## src/hdl/lvrr_regs.svh

```systemverilog
/*
 holds the named constants of the low-voltage and runaway reset supervisor.
 assumes it is included by bare name and that clk_sys runs at 125 mhz.
*/
`ifndef LVRR_REGS_SVH
`define LVRR_REGS_SVH

// clock period of clk_sys in ns
`define LVRR_CLK_PERIOD_NS 8
// width of the runaway counter in bits
`define LVRR_RUNAWAY_BITS 20
// runaway reset width in machine cycles
`define LVRR_RUNAWAY_RST_CYCLES 5
// low-voltage reset width in machine cycles
`define LVRR_LV_RST_CYCLES 5
// extra detection time on standby recovery, in ns
`define LVRR_EXT_TIME_NS 20000
// extra detection time in cycles, rounded up
`define LVRR_EXT_CYCLES ((`LVRR_EXT_TIME_NS + `LVRR_CLK_PERIOD_NS - 1) / `LVRR_CLK_PERIOD_NS)
// width of the extension counter
`define LVRR_EXT_BITS 12
// width of the reset pulse counter
`define LVRR_PULSE_BITS 3
// synchroniser depth for the comparator input
`define LVRR_SYNC_STAGES 2

`endif

```

## src/hdl/lvrr_pkg.sv

```systemverilog
/*
 holds the types shared by the reset supervisor files.
 assumes nothing of its surroundings.
*/
package lvrr_pkg;

	// supervisor states
	typedef enum logic [1:0]
	{
		LVRR_ST_IDLE,
		LVRR_ST_EXTEND,
		LVRR_ST_RUNAWAY_RST,
		LVRR_ST_LV_RST
	} lvrr_state_t;

	// status bundle seen by the cpu and reset distribution
	typedef struct packed
	{
		logic internal_reset;
		logic low_voltage_flag;
		logic cause_runaway;
		logic cause_low_voltage;
	} lvrr_status_t;

endpackage

```

## src/hdl/lvrr_top.sv

```systemverilog
/*
 holds the low-voltage and runaway reset supervisor top.
 assumes clk_sys is the oscillation clock, reset_n is power-on reset, and the
 cpu drives the clear and mode levels synchronously to clk_sys.
// Function
// (RULE1) 20-bit counter overflow requests internal reset
// (RULE2) counter runs by itself after power-on reset
// (RULE3) software clears counter before every overflow
// (RULE4) runaway reset lasts exactly five machine cycles
// (RULE5) standby recovery extends period by 20 us
// (RULE6) low voltage sets flag, asserts reset
// (RULE7) detection works and ends stop mode
// (RULE8) low-voltage reset waits for ram write
// (RULE9) low-voltage request ignored during reset output
// (RULE10) clear strobe or internal reset zeroes counter
*/
`timescale 1ns/100ps
`include "lvrr_regs.svh"

module lvrr_top
	import lvrr_pkg::*;
#(
	parameter int RUNAWAY_BITS = `LVRR_RUNAWAY_BITS
)
(
	input wire logic clk_sys,
	input wire logic reset_n,
	input wire logic low_voltage_async,
	input wire logic ram_write_busy,
	input wire logic runaway_clear,
	input wire logic standby_recover,
	input wire logic stop_mode,
	input wire logic flag_clear,
	output logic internal_reset,
	output logic stop_release,
	output lvrr_status_t status
);

	localparam int EXT_LAST = `LVRR_EXT_CYCLES - 1;
	localparam int RR_CYC = `LVRR_RUNAWAY_RST_CYCLES;

	// comparator level after two flops
	logic lv_sync;
	// runaway counter
	logic [RUNAWAY_BITS-1:0] cnt_q;
	logic [RUNAWAY_BITS-1:0] cnt_d;
	// extension counter
	logic [`LVRR_EXT_BITS-1:0] ext_q;
	logic [`LVRR_EXT_BITS-1:0] ext_d;
	// reset pulse counter
	logic [`LVRR_PULSE_BITS-1:0] pulse_q;
	logic [`LVRR_PULSE_BITS-1:0] pulse_d;
	// supervisor state
	lvrr_state_t state_q;
	lvrr_state_t state_d;
	// pending low-voltage request
	logic lv_pend_q;
	logic lv_pend_d;
	// sticky low-voltage flag
	logic flag_q;
	logic flag_d;
	// stop release pulse
	logic stop_rel_q;
	logic stop_rel_d;
	// registered copy of the outputs, so the reset line never glitches on a state change
	lvrr_status_t status_q;
	lvrr_status_t status_d;
	// decoded events
	logic resetting;
	logic carry;
	logic runaway_fire;
	logic lv_fire;

	// bring the comparator output into clk_sys
	lvrr_sync #(
		.WIDTH(1)
	) u_sync (
		.clk_sys(clk_sys),
		.reset_n(reset_n),
		.async_in(low_voltage_async),
		.sync_out(lv_sync)
	);

	// event decode
	always_comb
	begin
		resetting = (state_q == LVRR_ST_RUNAWAY_RST) || (state_q == LVRR_ST_LV_RST);
		carry = &cnt_q; // RULE1
		// overflow in idle without standby, or end of extension
		runaway_fire = 1'b0;
		if (!runaway_clear)
		begin
			if (state_q == LVRR_ST_IDLE)
				runaway_fire = carry && !standby_recover; // RULE1
			else if (state_q == LVRR_ST_EXTEND)
				runaway_fire = (ext_q == EXT_LAST[`LVRR_EXT_BITS-1:0]); // RULE5
		end
		// low voltage waits for ram and for running reset
		lv_fire = lv_pend_q && !ram_write_busy && !resetting && !runaway_fire; // RULE8 RULE9
	end

	// next state of the supervisor
	always_comb
	begin
		state_d = state_q;
		ext_d = ext_q;
		pulse_d = pulse_q;
		cnt_d = cnt_q + 1'b1; // RULE2
		case (state_q)
			LVRR_ST_IDLE:
			begin
				ext_d = '0;
				// overflow while recovering from standby: extend
				if (carry && standby_recover && !runaway_clear)
					state_d = LVRR_ST_EXTEND; // RULE5
			end
			LVRR_ST_EXTEND:
			begin
				ext_d = ext_q + 1'b1;
				// a clear during extension aborts it
				if (runaway_clear)
					state_d = LVRR_ST_IDLE;
			end
			LVRR_ST_RUNAWAY_RST:
			begin
				pulse_d = pulse_q + 1'b1;
				// release after the fixed width
				if (pulse_q == RR_CYC[`LVRR_PULSE_BITS-1:0] - 1'b1)
					state_d = LVRR_ST_IDLE; // RULE4
			end
			LVRR_ST_LV_RST:
			begin
				pulse_d = pulse_q + 1'b1;
				if (pulse_q == `LVRR_PULSE_BITS'(`LVRR_LV_RST_CYCLES - 1))
					state_d = LVRR_ST_IDLE;
			end
			default:
				state_d = LVRR_ST_IDLE;
		endcase
		// new reset sources take over
		if (runaway_fire)
		begin
			state_d = LVRR_ST_RUNAWAY_RST; // RULE1
			pulse_d = '0;
		end
		else if (lv_fire)
		begin
			state_d = LVRR_ST_LV_RST; // RULE6
			pulse_d = '0;
		end
		// clear strobe or any internal reset zeroes the counter
		if (runaway_clear || resetting || runaway_fire || lv_fire)
			cnt_d = '0; // RULE10
	end

	// pending request, flag and stop release
	always_comb
	begin
		lv_pend_d = lv_pend_q;
		// detection is live in every mode, stop included
		if (lv_sync && !resetting)
			lv_pend_d = 1'b1; // RULE7
		else if (lv_fire || resetting)
			lv_pend_d = 1'b0; // RULE9
		if (lv_fire)
			lv_pend_d = 1'b0;
		// set wins over clear
		flag_d = flag_q;
		if (flag_clear)
			flag_d = 1'b0;
		if (lv_fire)
			flag_d = 1'b1; // RULE6
		stop_rel_d = (lv_fire || runaway_fire) && stop_mode; // RULE7
		// outputs follow the next state, one flop each
		status_d.internal_reset = (state_d == LVRR_ST_RUNAWAY_RST) || (state_d == LVRR_ST_LV_RST); // RULE4
		status_d.low_voltage_flag = flag_d; // RULE6
		status_d.cause_runaway = (state_d == LVRR_ST_RUNAWAY_RST);
		status_d.cause_low_voltage = (state_d == LVRR_ST_LV_RST);
	end

	// register all state
	always_ff @(posedge clk_sys or negedge reset_n)
	begin
		if (!reset_n)
		begin
			state_q <= LVRR_ST_IDLE;
			cnt_q <= '0;
			ext_q <= '0;
			pulse_q <= '0;
			lv_pend_q <= 1'b0;
			flag_q <= 1'b0;
			stop_rel_q <= 1'b0;
			status_q <= '0;
		end
		else
		begin
			state_q <= state_d;
			cnt_q <= cnt_d;
			ext_q <= ext_d;
			pulse_q <= pulse_d;
			lv_pend_q <= lv_pend_d;
			flag_q <= flag_d;
			stop_rel_q <= stop_rel_d;
			status_q <= status_d;
		end
	end

	// outputs straight from state flops
	assign internal_reset = status_q.internal_reset;
	assign stop_release = stop_rel_q;
	assign status = status_q;

	// overflow leads to runaway reset
	runaway_overflow_a: assert property (@(posedge clk_sys) disable iff (!reset_n) // RULE1
		(state_q == LVRR_ST_IDLE && carry && !runaway_clear && !standby_recover)
		|=> state_q == LVRR_ST_RUNAWAY_RST)
		else $error("overflow did not raise runaway reset");

	// counter advances without software
	counter_autorun_a: assert property (@(posedge clk_sys) disable iff (!reset_n) // RULE2
		(state_q == LVRR_ST_IDLE && !carry && !runaway_clear && !lv_fire)
		|=> cnt_q == $past(cnt_q) + 1'b1)
		else $error("runaway counter did not advance");

	// runaway reset width is exact
	runaway_width_a: assert property (@(posedge clk_sys) disable iff (!reset_n) // RULE4
		$rose(status.cause_runaway) |-> status.cause_runaway [*5] ##1 !status.cause_runaway)
		else $error("runaway reset width wrong");

	// extension holds off the reset
	extend_hold_a: assert property (@(posedge clk_sys) disable iff (!reset_n) // RULE5
		(state_q == LVRR_ST_EXTEND && ext_q != EXT_LAST[`LVRR_EXT_BITS-1:0] && !lv_fire)
		|=> !internal_reset)
		else $error("reset during standby extension");

	// low voltage sets flag and reset together
	lv_flag_set_a: assert property (@(posedge clk_sys) disable iff (!reset_n) // RULE6
		lv_fire |=> flag_q && status.cause_low_voltage)
		else $error("low voltage did not set flag and reset");

	// stop mode is released by the reset
	stop_exit_a: assert property (@(posedge clk_sys) disable iff (!reset_n) // RULE7
		(lv_fire && stop_mode) |=> stop_release && internal_reset)
		else $error("stop mode not released");

	// no low-voltage reset starts during ram write
	ram_defer_a: assert property (@(posedge clk_sys) disable iff (!reset_n) // RULE8
		(ram_write_busy && !internal_reset) |=> !status.cause_low_voltage)
		else $error("low-voltage reset during ram write");

	// no new request while reset is out
	lv_suppress_a: assert property (@(posedge clk_sys) disable iff (!reset_n) // RULE9
		internal_reset |=> !$rose(status.low_voltage_flag))
		else $error("low-voltage request not suppressed");

	// clear or reset zeroes the counter
	counter_zero_a: assert property (@(posedge clk_sys) disable iff (!reset_n) // RULE10
		(runaway_clear || internal_reset) |=> cnt_q == '0)
		else $error("runaway counter not zeroed");

	// main scenarios
	cover_runaway_c: cover property (@(posedge clk_sys) disable iff (!reset_n)
		$rose(status.cause_runaway));
	cover_lv_c: cover property (@(posedge clk_sys) disable iff (!reset_n)
		$rose(status.cause_low_voltage));
	cover_extend_c: cover property (@(posedge clk_sys) disable iff (!reset_n)
		state_q == LVRR_ST_EXTEND ##1 runaway_clear);
	cover_ram_wait_c: cover property (@(posedge clk_sys) disable iff (!reset_n)
		(lv_pend_q && ram_write_busy) ##1 lv_fire);

endmodule // lvrr_top

```

## src/hdl/lvrr_sync.sv

```systemverilog
/*
 holds a multi-bit two-flop synchroniser.
 assumes each bit is an independent level from outside the clk_sys domain.
*/
`timescale 1ns/100ps
`include "lvrr_regs.svh"

module lvrr_sync
	import lvrr_pkg::*;
#(
	parameter int WIDTH = 1
)
(
	input wire logic clk_sys,
	input wire logic reset_n,
	input wire logic [WIDTH-1:0] async_in,
	output logic [WIDTH-1:0] sync_out
);

	// first stage, read only by the second
	logic [WIDTH-1:0] meta_q;
	logic [WIDTH-1:0] meta_d;
	// second stage, safe to use
	logic [WIDTH-1:0] sync_q;
	logic [WIDTH-1:0] sync_d;

	// next values of both stages
	always_comb
	begin
		meta_d = async_in;
		sync_d = meta_q;
	end

	// register both stages
	always_ff @(posedge clk_sys or negedge reset_n)
	begin
		if (!reset_n)
		begin
			meta_q <= '0;
			sync_q <= '0;
		end
		else
		begin
			meta_q <= meta_d;
			sync_q <= sync_d;
		end
	end

	assign sync_out = sync_q;

endmodule // lvrr_sync

```

## config.mk

```make
export PLATFORM = sky130hd
export DESIGN_NAME = lvrr_top
export DESIGN_NICKNAME = d
export VERILOG_FILES = /design/src/hdl/lvrr_pkg.sv /design/src/hdl/lvrr_top.sv /design/src/hdl/lvrr_sync.sv
export VERILOG_INCLUDE_DIRS = /design/src /design/src/hdl
export SDC_FILE = /design/constraint.sdc
export NUM_CORES = 1
export LEC_CHECK = 0
export ABC_AREA = 1
export BUFFER_PORTS_ARGS = -buffer_cell sky130_fd_sc_hd__buf_2
export CORE_ASPECT_RATIO = 0.7
export CORE_MARGIN = 5
export CORE_UTILIZATION = 55
export CTS_BUF_LIST = sky130_fd_sc_hd__clkbuf_8
export DETAILED_ROUTE_END_ITERATION = 6
export PLACE_DENSITY = 0.73
export SETUP_SLACK_MARGIN = 0.2
export SLEW_MARGIN = 20
export SYNTH_ARGS = -nofsm -noshare
export SYNTH_HDL_FRONTEND = slang
export SYNTH_SLANG_ARGS = --single-unit
```

## constraint.sdc

```tcl
create_clock -name clk_sys -period 4 [get_ports clk_sys]
set_input_delay 0.4 -clock clk_sys [delete_from_list [all_inputs] [get_ports clk_sys]]
set_output_delay 0.4 -clock clk_sys [all_outputs]
set_load 0.02 [all_outputs]
```

Yosys cells after proc, flatten, opt, wreduce, memory -nomap -nowiden --
Cells that the tools add are included.
Cells by class: add/sub/neg operators 3, multipliers 0, div/mod/pow operators 0, order comparisons 0, equality and inequality tests 7, shift-type cells 0, mux-type cells 19, bitwise gates (word level) 0, reductions and logical operators 27
Operators with widths (number):
- 12-bit one-hot mux with 2 select lines | 1
- 20-bit by 1-bit adder with 20-bit output, second input constant | 1
- 20-bit two-way mux | 1
- 20-bit AND reduction | 1
- 12-bit by 1-bit adder with 12-bit output, second input constant | 1
- 12-bit equality test, second input constant | 1
- 2-bit two-way mux | 5
- 3-bit two-way mux | 3
- 2-bit equality test, second input constant | 4
- 1-bit logical AND | 8
- 1-bit two-way mux | 8
- 1-bit logical OR | 7
- 2-bit one-hot mux with 3 select lines | 1
- 3-bit nonzero test | 2
- 1-bit zero test | 5
- 2-bit nonzero test | 2
- 3-bit by 1-bit adder with 3-bit output, second input constant | 1
- 3-bit equality test, second input constant | 1
- 2-bit by 1-bit equality test with 1-bit output, second input constant | 1
- 2-bit zero test | 1
- 2-bit OR reduction | 1
Word-level totals: flip-flop bits (word level) 45, latch bits 0, memory bits (writable) 0, bits in read-only memories 0, input bits 8, output and inout bits 6, memories 0

Depth between registers and ports, before layout --
word-level depth 10, mapped depth 12, gate-level depth less buffers 12

Modules after synthesis --
A second synthesis with hierarchy kept.
Unflattened totals: cell total of the unflattened synthesis 265, area total of the unflattened synthesis 2253.4 um^2
By module, submodules not included:
- lvrr_top | instances 1, cells an instance 263, area each 2203.4 um^2
- lvrr_sync | instances 1, cells an instance 2, area each 50.0 um^2

Least setup slack after synthesis --
No wires, ideal clock.
path kind register to register, start point register cnt_q[0], end point register cnt_q[0], library setup time 0.121 ns, data arrival time 1.518 ns, required time 3.879 ns, setup slack 2.361 ns, stages on the path, launching flop included 12, cells stage by stage dfrtp_1 -> ha_1 -> nand2_2 -> nor2_4 -> nand2_2 -> nor2_4 -> nand3_2 -> nand2_2 -> nand2_4 -> nand3b_4 -> buf_12 -> nor2_2
Between the ends: word-level cells in the longest chain between the ends 8
Ends and longest elaborated chain:
- start, declared | RTL line lvrr_top.sv:45 | logic [RUNAWAY_BITS-1:0] cnt_q;
- start signal, assigned | RTL line lvrr_top.sv:198 | cnt_q <= cnt_d;
- branches (longest 7 deep; another with 20-bit by 1-bit adder with 20-bit output)
- 20-bit two-way mux (*) | RTL line lvrr_top.sv:152 | if (runaway_clear || resetting || runaway_fire || lv_fire)
- via cnt_d[0] | RTL line lvrr_top.sv:46 | logic [RUNAWAY_BITS-1:0] cnt_d;
Mark *: on every way through the listed nets, which the timed path passes. A chain may end at the register's enable or synchronous reset.

Worst setup path in the final report --
start point register state_q[1], end point register cnt_q[11]
Between the ends: word-level cells in the longest chain between the ends 8
Ends and longest elaborated chain:
- start, declared | RTL line lvrr_top.sv:54 | lvrr_state_t state_q;
- start signal, assigned | RTL line lvrr_top.sv:197 | state_q <= state_d;
- 2-bit by 1-bit equality test with 1-bit output | RTL line lvrr_top.sv:95 | else if (state_q == LVRR_ST_EXTEND)
- 1-bit two-way mux | RTL line lvrr_top.sv:95
- 1-bit two-way mux | RTL line lvrr_top.sv:93 | if (state_q == LVRR_ST_IDLE)
- 1-bit two-way mux | RTL line lvrr_top.sv:91 | if (!runaway_clear)
- 1-bit zero test | RTL line lvrr_top.sv:99 | lv_fire = lv_pend_q && !ram_write_busy && !resetting && !runaway_fire;
- 1-bit logical AND | RTL line lvrr_top.sv:99
- 1-bit logical OR (*) | RTL line lvrr_top.sv:152
- 20-bit two-way mux (*) | RTL line lvrr_top.sv:152
- via cnt_d[11] | RTL line lvrr_top.sv:46
The timed path passes the listed nets; every way through them passes the cells marked *.

==> flow_metrics.tcl <==
set metrics [dict create \
    status "complete, no violations" \
    grt-busiest-layer "met1" \
    area_delta_synth_final_pct 7.83 \
    numPortBuffers 13 \
    cts_setup_buffers 0 \
    start_kind "flop" \
    drcViolationCount 0 \
    grtUsageMet2_pct 22.4 \
    final_antenna_net_count 0 \
    ys_types 26 \
    syn_area_sq_um 2320 \
    detail_route.wl_per_cell_um 12.5 \
    endpoint "cnt_q[11]" \
    postCtsResizedCells 0 \
    core-area_sq_um 3990 \
    pin_count 14 \
    chipWidth_um 87.6 \
    r2r-start "state_q[1]" \
    insertion_delay_ns 0.31 \
    setup_violations 0 \
    met1_usage_pct 27.8 \
    grtUsageTotal_pct 17.4 \
    hold_violations 0 \
    skew_ns 0.00795 \
    root_buffer "clkbuf_8" \
    synth_warnings 0 \
    path_delay_family "simple AND/OR/NAND/NOR gates" \
    wirelength_mm 4.25 \
    final_util_pct 62.6 \
    register_area_sq_um 1130 \
    r2r_cells 8 \
    synth-seq-cells 45 \
    critical_path.most_common_cell "nor2_1" \
    final_nets 298 \
    num_rows 19 \
    place.gp.congestion 0.887 \
    grt-ovfl-total 0 \
    critPathBufInv 1 \
    slowest_delay_ns 0.64 \
    drtIter0Drc 121 \
    finalMaxSlewViolations 0 \
    worstPathCellList "inv_1, nand2_1, nor2_1, nand3_2, nand2_2, nand2_4, nand3b_4, nor2_1" \
    multi_input_area_sq_um 1010 \
    ys.flop_type "dfrtp_1" \
    grt_pass1_wl_mm 7.60 \
    period_minus_slack_ns 1.96 \
    tritoncts "yes" \
    cts_sinks 45 \
    met3_usage_pct 4.62 \
    syn_avg_cell_area_sq_um 8.55 \
    reg2reg_slack_ns 2.04 \
    antenna_found_initial 0 \
    tns_ns 0 \
    fillers 344 \
    p_per_area_nw_per_um2 482 \
    worst_slew_pin_slew_ns 0.546 \
    maxSlewHeadroom_pct 63.6 \
    dr.pass1.iters 4 \
    total_leakage_power_nw 1.15 \
    p_total_mw 1.20 \
    cp.required_ns 4.23 \
    hold_buffers 0 \
    end_kind "flop" \
    die_height_um 64.3 \
    ys_seq_area_share_pct 48.6 \
    cp.arrival_ns 2.20 \
    netlist_instances 271 \
    synth_fp_nets 283 \
    reg2reg_to "cnt_q[11]" \
    critPathKind "reg -> reg" \
    synth-edff-count 0 \
    clk_pin_slew_ns 0.09 \
    crit_fanout 20 \
    drive_gt1_share_pct 14.6 \
    numCtsBuffers 5 \
    period_share_pct 49.1 \
    via_per_inst 5.14 \
    antenna_cells 0 \
    grt_pass1_vias 1608 \
    crit_slowest_cell "dfrtp_1" \
    hpwl_mm 3.05 \
    start_util_pct 58.0 \
    cap_viol_max_count 0 \
    via_count 1743 \
    htree_levels 2 \
    ir_drop_uv 393 \
    rsz0062_at_grt "false" \
    hp-class "in -> async" \
    path_depth 8 \
    max_freq_ghz 0.509 \
    die_area_sq_um 5630 \
    async_flop_share_pct 100 \
    startpoint "state_q[1]" \
    grt_max_degree 46 \
    cts_buffer_depth 2 \
]
==> flip-flops by register name, summed over array words and instances (netlist names) <==
signal,cells
state_q,2
status,3
lv_pend_q,1
u_sync.meta_q,1
stop_release,1
internal_reset,1
u_sync.sync_out,1
pulse_q,3
ext_q,12
cnt_q,20
==> metal layers <==
metal  wire [um]  share of wire [%]
met1        2300                 54
met2        1680                 40
met3         209                4.9
met4          65                1.5
met5           0                  0
==> Yosys cell counts, types with 3 or more instances <==
library cell	number	area, sq um
nand2_1	49	184
nor2_1	36	135
nor2_2	11	68.8
a21oi_1	10	50.1
xnor2_1	5	43.8
dfrtp_1	45	1130
nand3_1	20	100
o21ai_0	10	50.1
nor3_1	8	40.0
nand4_1	7	43.8
nand2_2	3	18.8
ha_1	4	50.1
inv_1	33	124
xor2_1	15	131
==> metrics by stage <==
| stage | std cells | hold WS (ns) | setup slack (ns) | area, sq um |
|---|---|---|---|---|
| 6_report | 339 | 0.0756 | 2.04 | 2500 |
| 5_1_grt | 339 | 0.126 | 1.85 | 2500 |
| 4_1_cts | 339 | 0.183 | 2.04 | 2500 |
| 3_5_place_dp | 331 | 0.340 | 2.06 | 2400 |
| 3_3_place_gp | 331 | 0.333 | 2.10 | 2400 |
| 2_1_floorplan | 271 | 0.104 | 2.36 | 2320 |
==> logic make-up (layout without fill, tap and decap cells) <==
| group | after synthesis | count (layout) | share of synthesized area [%] |
|---|---|---|---|
| AOI/OAI and AO/OA | 23 | 23 | 5.35 |
| xor gates and xnor gates | 20 | 20 | 7.56 |
| adders and majority gates | 4 | 4 | 2.16 |
| buffers and inverters | 39 | 55 | 7.67 |
| DFF | 45 | 45 | 48.6 |
| and+or+nand+nor | 140 | 140 | 28.7 |
==> cell type report <==
cell class              instances  area share, %
multi-input cells             187           40.6
well taps                      52           2.60
repair buffers                 13           2.70
clock buffers                   6           3.30
inverters                      34           5.11
flip-flops and latches         45           45.1
clock inverters                 2          0.651
==> cells in the final DEF (no fill, tap or decap), types with 2 or more instances in the layout <==
| cell type | n |
|---|---|
| a21oi_1 | 10 |
| buf_2 | 12 |
| clkbuf_8 | 6 |
| dfrtp_1 | 45 |
| ha_1 | 4 |
| inv_1 | 33 |
| nand2_1 | 49 |
| nand2_2 | 3 |
| nand3_1 | 20 |
| nand3_2 | 2 |
| nand4_1 | 7 |
| nor2_1 | 36 |
| nor2_2 | 11 |
| nor2_4 | 2 |
| nor3_1 | 8 |
| o21ai_0 | 10 |
| xnor2_1 | 5 |
| xor2_1 | 15 |
==> where the power goes <==
group          total (mW)  internal (mW)  switching, mW
logic               0.312          0.105          0.207
registers           0.590          0.520         0.0700
clock network       0.302          0.142          0.160
total                1.20          0.767          0.437
==> worst min path at each step <==
stage                       from               to  depth (start not counted)
4_1_cts        low_voltage_async    u_sync.meta_q                          1
3_3_place_gp       u_sync.meta_q  u_sync.sync_out                          0
6_report                 reset_n    u_sync.meta_q                          1
2_1_floorplan            reset_n         cnt_q[0]                          0
3_5_place_dp       u_sync.meta_q  u_sync.sync_out                          0
5_1_grt                  reset_n    u_sync.meta_q                          1
Note: power is estimated with default switching activity, not from simulation.
